===== src/sarcs_pkg.sv =====
// Purpose: shared constants and types of the converter control block
// Assumes: AHB-Lite register access, 32-bit aligned words
// Notes: register fields are 16 bits wide, upper bus bits read zero
package sarcs_pkg;

  // --------------------------------------------------------------
  // register offsets
  // --------------------------------------------------------------
  localparam logic [7:0] CTRL_OFS = 8'h00;
  localparam logic [7:0] STAT_OFS = 8'h04;
  localparam logic [7:0] IRQ_STAT_OFS = 8'h08;
  localparam logic [7:0] IRQ_MASK_OFS = 8'h0c;
  localparam logic [7:0] TRIG_BASE_OFS = 8'h40;

  // --------------------------------------------------------------
  // control field positions and reset values
  // --------------------------------------------------------------
  localparam int ON_BIT = 15;
  localparam int IDLE_STOP_BIT = 13;
  localparam int AUX_CLK_BIT = 12;
  localparam int GTRIG_BIT = 10;
  localparam int ALIGN_BIT = 8;
  localparam int EARLY_BIT = 7;
  localparam int ORDER_BIT = 6;
  localparam int SEQ_BIT = 5;
  localparam int FREE_BIT = 4;
  localparam int DIV_LSB = 0;
  localparam logic [15:0] CTRL_RESET = 16'h0003;
  localparam logic [15:0] CTRL_IMPL_MASK = 16'hb5f7;
  localparam logic [15:0] CTRL_LOCK_MASK = 16'h11f7;
  localparam logic [15:0] STAT_RESET = 16'h0000;
  localparam logic [4:0] TRIG_NONE = 5'h00;
  localparam logic [4:0] TRIG_SOFT = 5'h01;
  localparam logic [4:0] TRIG_GLOBAL = 5'h02;
  localparam logic [1:0] SAMPLE_CLKS = 2'h2;

  // --------------------------------------------------------------
  // types
  // --------------------------------------------------------------
  typedef struct packed {
    logic on;
    logic rsv14;
    logic stop_idle;
    logic aux_clk;
    logic rsv11;
    logic gtrig;
    logic rsv9;
    logic align;
    logic early;
    logic order;
    logic seq;
    logic free;
    logic rsv3;
    logic [2:0] div;
  } sarcs_ctrl_type;

  typedef struct packed {
    logic valid;
    logic [4:0] channel;
    logic [15:0] data;
  } sarcs_result_type;

  typedef enum logic [2:0] {
    ST_IDLE = 3'b001,
    ST_FIRST = 3'b010,
    ST_SECOND = 3'b100
  } sarcs_state_type;

endpackage


===== src/sarcs_adc_ctrl.sv =====
// Purpose: control and status logic of a paired 10-bit converter
// Assumes: one clock hclk, converter data supplied by the analog side
// Notes: pair conversions run one at a time, lowest pending pair first
`timescale 1ns/1ps
module sarcs_adc_ctrl #(
  parameter int NPAIR = 13,
  parameter int CONV_CLKS = 12
) (
  // bus clock and reset
  input wire logic hclk,
  input wire logic hresetn,
  // ahb-lite slave
  input wire logic hsel,
  input wire logic [31:0] haddr,
  input wire logic [1:0] htrans,
  input wire logic hwrite,
  input wire logic [2:0] hsize,
  input wire logic [31:0] hwdata,
  input wire logic hready,
  output logic [31:0] hrdata,
  output logic hreadyout,
  output logic hresp,
  // converter clock sources
  input wire logic pll_primary_clk,
  input wire logic pll_aux_clk,
  // device state and triggers
  input wire logic idle_mode,
  input wire logic [NPAIR-1:0] pair_hw_trigger,
  // analog side
  input wire logic [9:0] conv_data,
  output logic [NPAIR-1:0] ded_sampling,
  output logic shared_sampling,
  output logic [4:0] conv_channel,
  output logic converting,
  // results and interrupts
  output sarcs_pkg::sarcs_result_type result,
  output logic [NPAIR-1:0] pair_irq,
  output logic irq
);

  localparam int CW = $clog2(CONV_CLKS + 1);
  localparam logic [CW-1:0] CONV_LAST = CW'(CONV_CLKS - 1);

  // --------------------------------------------------------------
  // bus slave
  // --------------------------------------------------------------
  logic take;
  logic wr_q;
  logic rd_q;
  logic [7:0] addr_q;
  logic [15:0] wdat;
  logic [31:0] rd_mux;
  logic [31:0] hrdata_q;

  assign take = hsel & hready & htrans[1];
  assign wdat = hwdata[15:0];
  assign hreadyout = ~rd_q;
  assign hresp = 1'b0;
  assign hrdata = hrdata_q;

  always_ff @(posedge hclk or negedge hresetn) begin
    if (!hresetn) begin
      wr_q <= 1'b0;
      rd_q <= 1'b0;
      addr_q <= 8'h00;
    end else begin
      wr_q <= take & hwrite;
      rd_q <= take & ~hwrite;
      if (take) begin
        addr_q <= haddr[7:0];
      end
    end
  end

  // read data loaded during the single wait state
  always_ff @(posedge hclk or negedge hresetn) begin
    if (!hresetn) begin
      hrdata_q <= 32'h0000_0000;
    end else if (rd_q) begin
      hrdata_q <= rd_mux;
    end
  end

  // --------------------------------------------------------------
  // registers
  // --------------------------------------------------------------
  sarcs_pkg::sarcs_ctrl_type ctrl_q;
  logic [15:0] ctrl_wr;
  logic [NPAIR-1:0] rdy_q;
  logic [NPAIR-1:0] rdy_set;
  logic [NPAIR-1:0] irq_stat_q;
  logic [NPAIR-1:0] irq_mask_q;
  logic [4:0] trig_src_q [NPAIR];
  logic [5:0] trig_idx;

  assign trig_idx = addr_q[7:2] - sarcs_pkg::TRIG_BASE_OFS[7:2];

  // locked fields keep their value while the converter runs
  always_comb begin
    ctrl_wr = wdat;
    if (ctrl_q.on) begin
      ctrl_wr = (wdat & ~sarcs_pkg::CTRL_LOCK_MASK) |
                (16'(ctrl_q) & sarcs_pkg::CTRL_LOCK_MASK);
    end
  end

  always_ff @(posedge hclk or negedge hresetn) begin
    if (!hresetn) begin
      ctrl_q <= sarcs_pkg::CTRL_RESET;
    end else if (wr_q && addr_q == sarcs_pkg::CTRL_OFS) begin
      ctrl_q <= ctrl_wr & sarcs_pkg::CTRL_IMPL_MASK;
    end
  end

  always_ff @(posedge hclk or negedge hresetn) begin
    if (!hresetn) begin
      rdy_q <= NPAIR'(sarcs_pkg::STAT_RESET);
    end else if (wr_q && addr_q == sarcs_pkg::STAT_OFS) begin
      rdy_q <= (rdy_q & wdat[NPAIR-1:0]) | rdy_set;
    end else begin
      rdy_q <= rdy_q | rdy_set;
    end
  end

  always_ff @(posedge hclk or negedge hresetn) begin
    if (!hresetn) begin
      irq_stat_q <= '0;
    end else if (wr_q && addr_q == sarcs_pkg::IRQ_STAT_OFS) begin
      irq_stat_q <= (irq_stat_q & ~wdat[NPAIR-1:0]) | pair_irq;
    end else begin
      irq_stat_q <= irq_stat_q | pair_irq;
    end
  end

  always_ff @(posedge hclk or negedge hresetn) begin
    if (!hresetn) begin
      irq_mask_q <= '0;
    end else if (wr_q && addr_q == sarcs_pkg::IRQ_MASK_OFS) begin
      irq_mask_q <= wdat[NPAIR-1:0];
    end
  end

  assign irq = |(irq_stat_q & irq_mask_q);

  genvar gp;
  generate
    for (gp = 0; gp < NPAIR; gp++) begin : g_src
      always_ff @(posedge hclk or negedge hresetn) begin
        if (!hresetn) begin
          trig_src_q[gp] <= sarcs_pkg::TRIG_NONE;
        end else if (wr_q && trig_idx == 6'(gp)) begin
          trig_src_q[gp] <= wdat[4:0];
        end
      end
    end
  endgenerate

  always_comb begin
    rd_mux = 32'h0000_0000;
    unique case (addr_q)
      sarcs_pkg::CTRL_OFS: rd_mux = {16'h0000, 16'(ctrl_q)};
      sarcs_pkg::STAT_OFS: rd_mux = 32'(rdy_q);
      sarcs_pkg::IRQ_STAT_OFS: rd_mux = 32'(irq_stat_q);
      sarcs_pkg::IRQ_MASK_OFS: rd_mux = 32'(irq_mask_q);
      default: begin
        for (int i = 0; i < NPAIR; i++) begin
          if (trig_idx == 6'(i)) begin
            rd_mux = 32'(trig_src_q[i]);
          end
        end
      end
    endcase
  end

  // --------------------------------------------------------------
  // converter clock
  // --------------------------------------------------------------
  logic pri_s1_q;
  logic pri_s2_q;
  logic aux_s1_q;
  logic aux_s2_q;
  logic src_prev_q;
  logic src_sel;
  logic src_edge;
  logic [2:0] div_cnt_q;
  logic run;
  logic conv_tick;

  assign run = ctrl_q.on & ~(ctrl_q.stop_idle & idle_mode);
  assign src_sel = ctrl_q.aux_clk ? aux_s2_q : pri_s2_q;
  assign src_edge = src_sel & ~src_prev_q;
  assign conv_tick = run & src_edge & (div_cnt_q == ctrl_q.div);

  always_ff @(posedge hclk or negedge hresetn) begin
    if (!hresetn) begin
      pri_s1_q <= 1'b0;
      pri_s2_q <= 1'b0;
      aux_s1_q <= 1'b0;
      aux_s2_q <= 1'b0;
      src_prev_q <= 1'b0;
    end else begin
      pri_s1_q <= pll_primary_clk;
      pri_s2_q <= pri_s1_q;
      aux_s1_q <= pll_aux_clk;
      aux_s2_q <= aux_s1_q;
      src_prev_q <= src_sel;
    end
  end

  always_ff @(posedge hclk or negedge hresetn) begin
    if (!hresetn) begin
      div_cnt_q <= 3'h0;
    end else if (!run) begin
      div_cnt_q <= 3'h0;
    end else if (src_edge) begin
      div_cnt_q <= (div_cnt_q == ctrl_q.div) ? 3'h0 : div_cnt_q + 3'h1;
    end
  end

  // --------------------------------------------------------------
  // triggers
  // --------------------------------------------------------------
  logic gtrig_prev_q;
  logic gtrig_rise;
  logic [NPAIR-1:0] req;

  assign gtrig_rise = ctrl_q.gtrig & ~gtrig_prev_q;

  always_ff @(posedge hclk or negedge hresetn) begin
    if (!hresetn) begin
      gtrig_prev_q <= 1'b0;
    end else begin
      gtrig_prev_q <= ctrl_q.gtrig;
    end
  end

  generate
    for (gp = 0; gp < NPAIR; gp++) begin : g_req
      assign req[gp] = run &
        ((trig_src_q[gp] == sarcs_pkg::TRIG_GLOBAL & gtrig_rise) |
         (trig_src_q[gp] > sarcs_pkg::TRIG_GLOBAL & pair_hw_trigger[gp]));
    end
  endgenerate

  // --------------------------------------------------------------
  // conversion sequencer
  // --------------------------------------------------------------
  sarcs_pkg::sarcs_state_type state_q;
  logic [NPAIR-1:0] pend_q;
  logic [3:0] cur_pair_q;
  logic [CW-1:0] cnt_q;
  logic start_first;
  logic done_first;
  logic done_second;
  logic cur_odd;
  logic [NPAIR-1:0] cur_onehot;

  function automatic logic [3:0] lowest(input logic [NPAIR-1:0] v);
    logic [3:0] r;
    r = 4'h0;
    for (int i = NPAIR - 1; i >= 0; i--) begin
      if (v[i]) begin
        r = 4'(i);
      end
    end
    return r;
  endfunction

  assign start_first = run & (state_q == sarcs_pkg::ST_IDLE) & (|pend_q);
  assign done_first = conv_tick & (state_q == sarcs_pkg::ST_FIRST) &
                      (cnt_q == CONV_LAST);
  assign done_second = conv_tick & (state_q == sarcs_pkg::ST_SECOND) &
                       (cnt_q == CONV_LAST);
  assign cur_odd = (state_q == sarcs_pkg::ST_FIRST) ? ctrl_q.order
                                                     : ~ctrl_q.order;
  assign cur_onehot = {{(NPAIR-1){1'b0}}, 1'b1} << cur_pair_q;
  assign conv_channel = {cur_pair_q, cur_odd};
  assign converting = (state_q != sarcs_pkg::ST_IDLE);
  assign rdy_set = done_second ? cur_onehot : '0;

  always_ff @(posedge hclk or negedge hresetn) begin
    if (!hresetn) begin
      pend_q <= '0;
    end else if (!ctrl_q.on) begin
      pend_q <= '0;
    end else begin
      pend_q <= (pend_q & ~(start_first ? NPAIR'(1) << lowest(pend_q)
                                        : '0)) | req;
    end
  end

  always_ff @(posedge hclk or negedge hresetn) begin
    if (!hresetn) begin
      state_q <= sarcs_pkg::ST_IDLE;
      cur_pair_q <= 4'h0;
      cnt_q <= '0;
    end else if (!ctrl_q.on) begin
      state_q <= sarcs_pkg::ST_IDLE;
      cnt_q <= '0;
    end else begin
      unique case (state_q)
        sarcs_pkg::ST_IDLE: begin
          if (start_first) begin
            state_q <= sarcs_pkg::ST_FIRST;
            cur_pair_q <= lowest(pend_q);
            cnt_q <= '0;
          end
        end
        sarcs_pkg::ST_FIRST: begin
          if (done_first) begin
            state_q <= sarcs_pkg::ST_SECOND;
            cnt_q <= '0;
          end else if (conv_tick) begin
            cnt_q <= cnt_q + CW'(1);
          end
        end
        sarcs_pkg::ST_SECOND: begin
          if (done_second) begin
            state_q <= sarcs_pkg::ST_IDLE;
            cnt_q <= '0;
          end else if (conv_tick) begin
            cnt_q <= cnt_q + CW'(1);
          end
        end
        default: state_q <= sarcs_pkg::ST_IDLE;
      endcase
    end
  end

  // --------------------------------------------------------------
  // results and pair interrupts
  // --------------------------------------------------------------
  always_ff @(posedge hclk or negedge hresetn) begin
    if (!hresetn) begin
      result <= '0;
      pair_irq <= '0;
    end else begin
      result.valid <= done_first | done_second;
      if (done_first | done_second) begin
        result.channel <= conv_channel;
        result.data <= ctrl_q.align ? {conv_data, 6'h00}
                                    : {6'h00, conv_data};
      end
      pair_irq <= ((ctrl_q.early & done_first) |
                   (~ctrl_q.early & done_second)) ? cur_onehot : '0;
    end
  end

  // --------------------------------------------------------------
  // sample-and-hold control
  // --------------------------------------------------------------
  logic [1:0] ded_cnt_q [NPAIR];
  logic shared_defer_q;
  logic [1:0] sh_cnt_q;
  logic sh_start;

  generate
    for (gp = 0; gp < NPAIR; gp++) begin : g_ded
      always_ff @(posedge hclk or negedge hresetn) begin
        if (!hresetn) begin
          ded_sampling[gp] <= 1'b0;
          ded_cnt_q[gp] <= 2'h0;
        end else if (!ctrl_q.on) begin
          ded_sampling[gp] <= 1'b0;
          ded_cnt_q[gp] <= 2'h0;
        end else if (ctrl_q.free) begin
          ded_sampling[gp] <= ~(req[gp] | pend_q[gp] |
            (converting & cur_pair_q == 4'(gp)));
        end else if (req[gp]) begin
          ded_sampling[gp] <= 1'b1;
          ded_cnt_q[gp] <= sarcs_pkg::SAMPLE_CLKS;
        end else if (conv_tick && ded_cnt_q[gp] != 2'h0) begin
          ded_cnt_q[gp] <= ded_cnt_q[gp] - 2'h1;
          ded_sampling[gp] <= (ded_cnt_q[gp] != 2'h1);
        end
      end
    end
  endgenerate

  // shared sampling start, sequential or alongside dedicated
  always_comb begin
    if (ctrl_q.seq) begin
      sh_start = ctrl_q.order ? start_first : done_first;
    end else begin
      sh_start = ((|req) & ~shared_sampling & ~converting) |
                 (start_first & shared_defer_q);
    end
  end

  always_ff @(posedge hclk or negedge hresetn) begin
    if (!hresetn) begin
      shared_defer_q <= 1'b0;
    end else if (!ctrl_q.on || ctrl_q.seq) begin
      shared_defer_q <= 1'b0;
    end else if ((|req) && (shared_sampling || converting)) begin
      shared_defer_q <= 1'b1;
    end else if (start_first) begin
      shared_defer_q <= 1'b0;
    end
  end

  always_ff @(posedge hclk or negedge hresetn) begin
    if (!hresetn) begin
      shared_sampling <= 1'b0;
      sh_cnt_q <= 2'h0;
    end else if (!ctrl_q.on) begin
      shared_sampling <= 1'b0;
      sh_cnt_q <= 2'h0;
    end else if (sh_start) begin
      shared_sampling <= 1'b1;
      sh_cnt_q <= sarcs_pkg::SAMPLE_CLKS;
    end else if (conv_tick && sh_cnt_q != 2'h0) begin
      sh_cnt_q <= sh_cnt_q - 2'h1;
      shared_sampling <= (sh_cnt_q != 2'h1);
    end
  end

  // --------------------------------------------------------------
  // assertions
  // --------------------------------------------------------------
  off_idle_a: assert property (
    @(posedge hclk) disable iff (!hresetn)
    !ctrl_q.on |=> state_q == sarcs_pkg::ST_IDLE)
    else $error("sequencer active while converter off");

  idle_halt_a: assert property (
    @(posedge hclk) disable iff (!hresetn)
    ctrl_q.stop_idle && idle_mode |=> !result.valid)
    else $error("conversion finished while idle halted");

  clock_select_a: assert property (
    @(posedge hclk) disable iff (!hresetn)
    conv_tick |-> (ctrl_q.aux_clk ? aux_s2_q && !src_prev_q
                                  : pri_s2_q && !src_prev_q))
    else $error("converter tick not from selected source");

  global_trig_a: assert property (
    @(posedge hclk) disable iff (!hresetn)
    run && gtrig_rise && trig_src_q[1] == sarcs_pkg::TRIG_GLOBAL
    |=> pend_q[1] || state_q == sarcs_pkg::ST_FIRST)
    else $error("global trigger did not start pair 1");

  result_align_a: assert property (
    @(posedge hclk) disable iff (!hresetn)
    result.valid |-> (ctrl_q.align ? result.data[5:0] == 6'h00
                                   : result.data[15:10] == 6'h00))
    else $error("result justification wrong");

  early_irq_a: assert property (
    @(posedge hclk) disable iff (!hresetn)
    (|pair_irq) |-> $past(ctrl_q.early ? done_first : done_second))
    else $error("pair interrupt at wrong conversion");

  conv_order_a: assert property (
    @(posedge hclk) disable iff (!hresetn)
    state_q == sarcs_pkg::ST_FIRST |-> conv_channel[0] == ctrl_q.order)
    else $error("first converted input has wrong parity");

  ready_set_a: assert property (
    @(posedge hclk) disable iff (!hresetn)
    (|rdy_set) |=> (rdy_q & $past(rdy_set)) == $past(rdy_set))
    else $error("ready flag lost on hardware set");

  ready_keep_a: assert property (
    @(posedge hclk) disable iff (!hresetn)
    wr_q && addr_q == sarcs_pkg::STAT_OFS
    |=> (rdy_q & $past(rdy_q & wdat[NPAIR-1:0])) ==
        $past(rdy_q & wdat[NPAIR-1:0]))
    else $error("writing one cleared a ready flag");

  read_zero_a: assert property (
    @(posedge hclk) disable iff (!hresetn)
    hreadyout |-> hrdata[31:16] == 16'h0000)
    else $error("unimplemented bits read nonzero");

  free_stop_a: assert property (
    @(posedge hclk) disable iff (!hresetn)
    ctrl_q.on && ctrl_q.free && req[0] |=> !ded_sampling[0])
    else $error("free-running sampling did not stop");

  sample_end_a: assert property (
    @(posedge hclk) disable iff (!hresetn)
    ctrl_q.on && !ctrl_q.free && !req[0] && $past(!req[0]) &&
    $fell(ded_sampling[0]) |-> $past(conv_tick))
    else $error("dedicated sampling ended off a converter clock");

endmodule


===== config.mk =====
export PLATFORM = sky130hd
export DESIGN_NAME = sarcs_adc_ctrl
export DESIGN_NICKNAME = d
export VERILOG_FILES = /design/src/sarcs_pkg.sv /design/src/sarcs_adc_ctrl.sv
export SDC_FILE = /design/constraint.sdc
export NUM_CORES = 1
export LEC_CHECK = 0
export ABC_AREA = 1
export BUFFER_PORTS_ARGS = -buffer_cell sky130_fd_sc_hd__buf_2
export CELL_PAD_IN_SITES_DETAIL_PLACEMENT = 0
export CELL_PAD_IN_SITES_GLOBAL_PLACEMENT = 1
export CORE_UTILIZATION = 25
export CTS_BUF_LIST = sky130_fd_sc_hd__clkbuf_4 sky130_fd_sc_hd__clkbuf_8
export CTS_CLUSTER_SIZE = 8
export DETAILED_ROUTE_END_ITERATION = 6
export PLACE_DENSITY = 0.54
export SYNTH_ARGS = -nofsm -noshare
export SYNTH_HDL_FRONTEND = slang
export SYNTH_SLANG_ARGS = --single-unit
export TNS_END_PERCENT = 20

===== constraint.sdc =====
create_clock -name hclk -period 3.13 [get_ports hclk]
set_input_delay 0.4695 -clock hclk [delete_from_list [all_inputs] [get_ports hclk]]
set_output_delay 0.4695 -clock hclk [all_outputs]
set_load 0.01 [all_outputs]

* Word-level counts from Yosys, hierarchy flattened
Index checks and enable logic that the tools add are counted.
** Operators by class
- Equality and inequality tests :: 93
- Bitwise operators :: 149
- Shift operators :: 2
- Mux-type cells :: 167
- Reductions and logical operators :: 72
- Add/subtract/negate cells :: 17
- Order comparisons :: 13
** Operators by type and width (number)
- $mux W32 :: 9
- $pmux W32 S4 :: 1
- $mux W2 :: 55
- $mux W13 :: 6
- $mux W4 :: 19
- $and A1 B1 Y1 :: 73
- $eq A5 B2 Y1 const B :: 13
- $gt A5 B2 Y1 const B :: 13
- $or A13 B13 Y13 :: 5
- $mux W1 :: 62
- $and A13 B13 Y13 :: 4
- $ne A4 B2 Y1 const B :: 13
- $ne A3 B1 Y1 const B :: 15
- $or A1 B1 Y1 :: 42
- $reduce_or A13 Y1 :: 3
- $logic_and A1 B1 Y1 :: 32
- $mux W16 :: 2
- $eq A6 B4 Y1 const B :: 5
- $ne A2 B1 Y1 const B :: 14
- $reduce_and A2 Y1 :: 14
- $reduce_bool A2 Y1 :: 14
- $sub A2 B1 Y2 const B :: 14
- $not A13 Y13 :: 2
- $shl A1 B4 Y13 const A :: 2
- other kinds (32) :: 81
** Storage, ports and cells
- Input port bits :: 100
- Output and inout bits :: 90
- Word-level logic and storage cells :: 587
- Register bits after elaboration :: 269

* Logic depth before layout (Yosys ltp)
- Depth after elaboration :: 20
- Depth in mapped cells :: 15
- Mapped depth without buffers :: 15

* Worst setup path after synthesis
Ideal clock, no wire load.
- Kind :: register to register
- Start :: reg state_q[0]
- End :: reg cnt_q[2]
- Arrival time :: 1678 ps
- Cell stages (with the launch flop) :: 10
- Period minus slack after synthesis :: 1743 ps
- Data required time :: 3066 ps
- Path slack :: 1387 ps
- Buffers on the path :: 0
- Cells stage by stage :: dfstp_2 > nand3_1 > nor2_4 > o21ai_2 > nand3_2 > nand2_2 > nor2_4 > nand2_1 > a21oi_1 > o21a_1
** On the way
- Cells in the longest elaborated chain, start to end :: 6
- Elaborated cells between the ends (all ways) :: 16
** RTL lines
- start: declaration :: RTL line sarcs_adc_ctrl.sv:248 : sarcs_pkg::sarcs_state_type state_q;
- start signal: assignment :: RTL line sarcs_adc_ctrl.sv:294 : state_q <= sarcs_pkg::ST_IDLE;
- start signal: assignment :: RTL line sarcs_adc_ctrl.sv:298 : state_q <= sarcs_pkg::ST_IDLE;
- start signal: assignment :: RTL line sarcs_adc_ctrl.sv:304 : state_q <= sarcs_pkg::ST_FIRST;
- $eq A3 B3 Y1 / $eq A3 B2 Y1 (equally long branches) :: RTL line sarcs_adc_ctrl.sv:272, sarcs_adc_ctrl.sv:301, sarcs_adc_ctrl.sv:270
- $and A1 B1 Y1 (on tied branches) (2 in a row) :: RTL line sarcs_adc_ctrl.sv:272, sarcs_adc_ctrl.sv:270
- $mux W4 (on tied branches) :: RTL line sarcs_adc_ctrl.sv:318, sarcs_adc_ctrl.sv:310
- $pmux W4 S3 :: RTL line sarcs_adc_ctrl.sv:301 : unique case (state_q)
- $mux W4 :: RTL line sarcs_adc_ctrl.sv:297 : end else if (!ctrl_q.on) begin
- end signal: assignment :: RTL line sarcs_adc_ctrl.sv:314 : cnt_q <= cnt_q + CW'(1);
- end signal: assignment :: RTL line sarcs_adc_ctrl.sv:322 : cnt_q <= cnt_q + CW'(1);
- end: declaration :: RTL line sarcs_adc_ctrl.sv:251 : logic [CW-1:0] cnt_q;
Parallel ways exist; a longest one is shown, timed or not.
A chain may end at the register's enable or synchronous reset.

* Worst setup path in the final report
- Start :: reg ctrl_q[12] (netlist bit)
- End :: reg ded_cnt_q[10] (netlist bit)
** On the way
- Cells in the longest elaborated chain, start to end :: 7
** RTL lines
- start: declaration :: RTL line sarcs_adc_ctrl.sv:87 : sarcs_pkg::sarcs_ctrl_type ctrl_q;
- start signal: assignment :: RTL line sarcs_adc_ctrl.sv:109 : ctrl_q <= sarcs_pkg::CTRL_RESET;
- start signal: assignment :: RTL line sarcs_adc_ctrl.sv:111 : ctrl_q <= ctrl_wr & sarcs_pkg::CTRL_IMPL_MASK;
- $mux W1 :: RTL line sarcs_adc_ctrl.sv:190 : assign src_sel = ctrl_q.aux_clk ? aux_s2_q : pri_s2_q;
- named net src_sel :: RTL line sarcs_adc_ctrl.sv:183 : logic src_sel;
- $and A1 B1 Y1 :: RTL line sarcs_adc_ctrl.sv:191 : assign src_edge = src_sel & ~src_prev_q;
- $and A1 B1 Y1 (2 in a row) :: RTL line sarcs_adc_ctrl.sv:192 : assign conv_tick = run & src_edge & (div_cnt_q == ctrl_q.div);
- $logic_and A1 B1 Y1 :: RTL line sarcs_adc_ctrl.sv:372 : end else if (conv_tick && ded_cnt_q[gp] != 2'h0) begin
- $ne A3 B1 Y1 (no line)
- $reduce_and A2 Y1 (no line)
- end signal: indexed assignment :: RTL line sarcs_adc_ctrl.sv:371 : ded_cnt_q[gp] <= sarcs_pkg::SAMPLE_CLKS;
- end signal: indexed assignment :: RTL line sarcs_adc_ctrl.sv:373 : ded_cnt_q[gp] <= ded_cnt_q[gp] - 2'h1;
- end: declaration :: RTL line sarcs_adc_ctrl.sv:352 : logic [1:0] ded_cnt_q [NPAIR];
The timed path passes the listed nets, and every way through them passes these cells.

==> run_results.csv <==
group,metric,value,unit
sta,fin_skew,0.0509,ns
setup_path,end_kind,"flop",
yosys,synthTopCellsByArea,"dfrtp_1 49%, nand2_1 12%, o21ai_0 8.4%",
routing,dr.pass1.iters,5,
die,die_x,227,µm
clocking,clk_pin_slew,0.06,ns
global_route,gr-usage-all-layers,16.9,%
power_and_ir_drop,cellPowerDensity,578,nW/µm²
setup_path,cp.required,3.61,ns
setup_path,rrSetupSlack,0.65,ns
clocking,h-tree-depth,2,
sta,fmax,0.403,GHz
global_route,antenna_found_initial,1,
setup_path,r2r_start,"ctrl_q[12]",
die,fp-row-count,82,
yosys,ys_warn_count,0,
clocking,cts_resized,0,
setup_path,critPathArrivalTime,2.96,ns
routing,routed_wl,42.6,mm
sta,setup_violations,0,
yosys,syn_avg_cell_area,8.00,µm²
finish,final_common_cell,"nand2_1",
die,start_util,25.3,%
clocking,clock_latency,0.64,ns
placed_design,dp.final_hpwl,31.2,mm
power_and_ir_drop,ir_drop,0.243,mV
global_route,grt_max_degree,86,
clocking,cts_max_path_buffers,3,
routing,antenna_left,0,
setup_path,r2r_cells,9,
finish,num-nets-final,1882,
sta,slew_viol_final,0,
die,die_area,51800,µm²
job,maxCapViolations,0,
worst_hold_path,hold_path.class,"primary input to flop",
worst_hold_path,hold_depth,2,
setup_path,path_max_fanout,15,
power_and_ir_drop,p_leak,7.77,nW
routing,drc,0,
routing,drtIter0Drc,695,
die,chipHeight,227,µm
clocking,cts.sinks,252,
setup_path,cp-start-kind,"flop",
global_route,grt_pass1_wl,65.7,mm
finish,area_growth_syn_to_layout,20.3,%
clocking,numCtsBuffers,49,
die,core,50200,µm²
sta,rsz0062_at_grt,"false",
yosys,synth_area,12700,µm²
setup_path,regToRegEndpoint,"ded_cnt_q[10]",
global_route,grt_pass1_vias,10700,
clocking,cts_root_buf,"clkbuf_8",
routing,routedWlPerCell,17.3,µm
routing,routed_via_density,4.46,
yosys,yosys_register_bits,252,
routing,vias,11000,
yosys,ys_seq_area_share,49.6,%
finish,final_cell_mix,"398 x nand2_1, 249 x dfrtp_1, 214 x o21ai_0",
die,ioPinCount,190,
run_status,status,"finished, final reports clean",
yosys,yosys.area.top_type_share,49.0,%
sta,fin_crit,2.48,ns
sta,maxSlewHeadroom,46.8,%
sta,hold_violations,0,
sta,whs,0.0782,ns
worst_hold_path,min_from,"haddr[0]",
yosys,synthDistinctLibCells,50,
sta,worst_slew_pin_slew,0.798,ns
sta,fin_crit_sh,79.3,%
finish,drive_gt1_share,16.0,%
yosys,syn_inst,1590,
setup_path,worst-setup-path-type,"flop to flop",
placed_design,place_congestion,0.827,
yosys,synth_top_cell_by_area,"dfrtp_1",
placed_design,portBuffers,126,
sta,setup_tns,0,ns
global_route,grt_overflow,0,
clocking,cts_tree,"yes",
worst_hold_path,whs_endpoint,"addr_q[0]",
-- final cells by class --
| class | instances | area (µm²) |
|---|---|---|
| antenna | 3 | 7.51 |
| clock buffer | 84 | 1040 |
| clock inverter | 7 | 81.3 |
| fill | 5382 | 34900 |
| sequential | 252 | 6310 |
| multi-input combinational | 1091 | 5370 |
| inverter | 207 | 779 |
| tap | 672 | 841 |
| timing repair buffer | 151 | 863 |
-- cells in the mapped netlist (all sizes together) --
master	n
xnor2	5
o221ai	1
dfstp	3
a21oi	47
o311ai	2
inv	206
clkbuf	26
o21ai	228
buf	31
nand4	15
a221oi	3
mux2i	4
a32o	3
o2111ai	14
conb	1
o31ai	1
mux2	3
nor3	21
a211oi	4
o22ai	3
dfrtp	249
a21o	1
a22oi	7
a31o	1
nand3	71
o211ai	7
o41ai	3
nor2	163
nand2	402
a31oi	13
or2	12
o21a	1
o21bai	8
clkinv	1
ha	30
-- per-stage QoR --
step	cells	util (%)	area [µm²]	total power [mW]	worst slack, ns
floorplan	1607	-	12800	4.58	1.39
global placement	2369	28.1	14100	5.18	0.621
detailed placement	2369	28.1	14100	5.19	0.631
CTS	2464	30.5	15300	9.02	0.633
global route	2464	30.5	15300	9.38	0.415
finish	2467	30.5	15300	8.84	0.649
-- critical path: stages (launching register included) --
cell and delay, ns:
dfrtp_1 0.49, o21ai_1 0.47, nand3_2 0.18, nor2_4 0.24, inv_2 0.24, or2_2 0.35, nand2_1 0.06, nand2_1 0.09
a21oi_1 0.14, a21oi_1 0.06
-- per-layer routing --
metal / vias to the layer above / wire, µm / track usage [%]
met3: 63 / 1790 / 2.98
met1: 5245 / 21200 / 24.6
met2: 231 / 18600 / 25.2
met4: 0 / 1010 / 4.87
li1: 5472 / - / -
met5: - / 0 / 0
-- logic make-up after synthesis --
kind of cell,after synthesis,synth area share (%)
other,1,0.0295
XOR/XNOR,5,0.344
flip-flops,252,49.6
AO/OA/AOI/OAI,347,15.3
AND/OR/NAND/NOR,684,22.5
adder cells (fa/ha/maj),30,2.95
buffers and inverters,264,8.63
multiplexers,7,0.581
-- worst max-delay path by stage --
| stage | startpoint | to |
|---|---|---|
| final | ctrl_q[12] | ded_cnt_q[10] |
| after global routing | ctrl_q[12] | ded_cnt_q[10] |
| after CTS | addr_q[4] | irq_stat_q[3] |
| after detailed placement | addr_q[4] | irq_stat_q[4] |
| after global placement | addr_q[4] | irq_stat_q[3] |
| after floorplan | state_q[0] | cnt_q[2] |
-- flip-flops by register name (all words and copies together), names as in the netlist, 2 cells and up --
| signal | count |
|---|---|
| pair_irq | 13 |
| ded_sampling | 13 |
| div_cnt_q | 3 |
| state_q | 3 |
| ded_cnt_q | 26 |
| result | 22 |
| irq_stat_q | 13 |
| sh_cnt_q | 2 |
| cur_pair_q | 4 |
| cnt_q | 4 |
| hrdata | 15 |
| addr_q | 8 |
| rdy_q | 13 |
| ctrl_q | 12 |
| pend_q | 13 |
| irq_mask_q | 13 |
| trig_src_q | 65 |
-- power breakdown --
group | internal (mW) | switching (mW) | leakage, nW
registers | 3.51 | 0.195 | 2.88
clock network | 2.17 | 1.54 | 0.598
logic | 0.421 | 1.00 | 4.29
total | 6.10 | 2.74 | 7.77
-- what timing repair did --
action,CTS,global route
endpoints found under the hold margin,51,0
setup buffers,0,0
hold buffers,4,0
(Power assumes the default switching activity.)
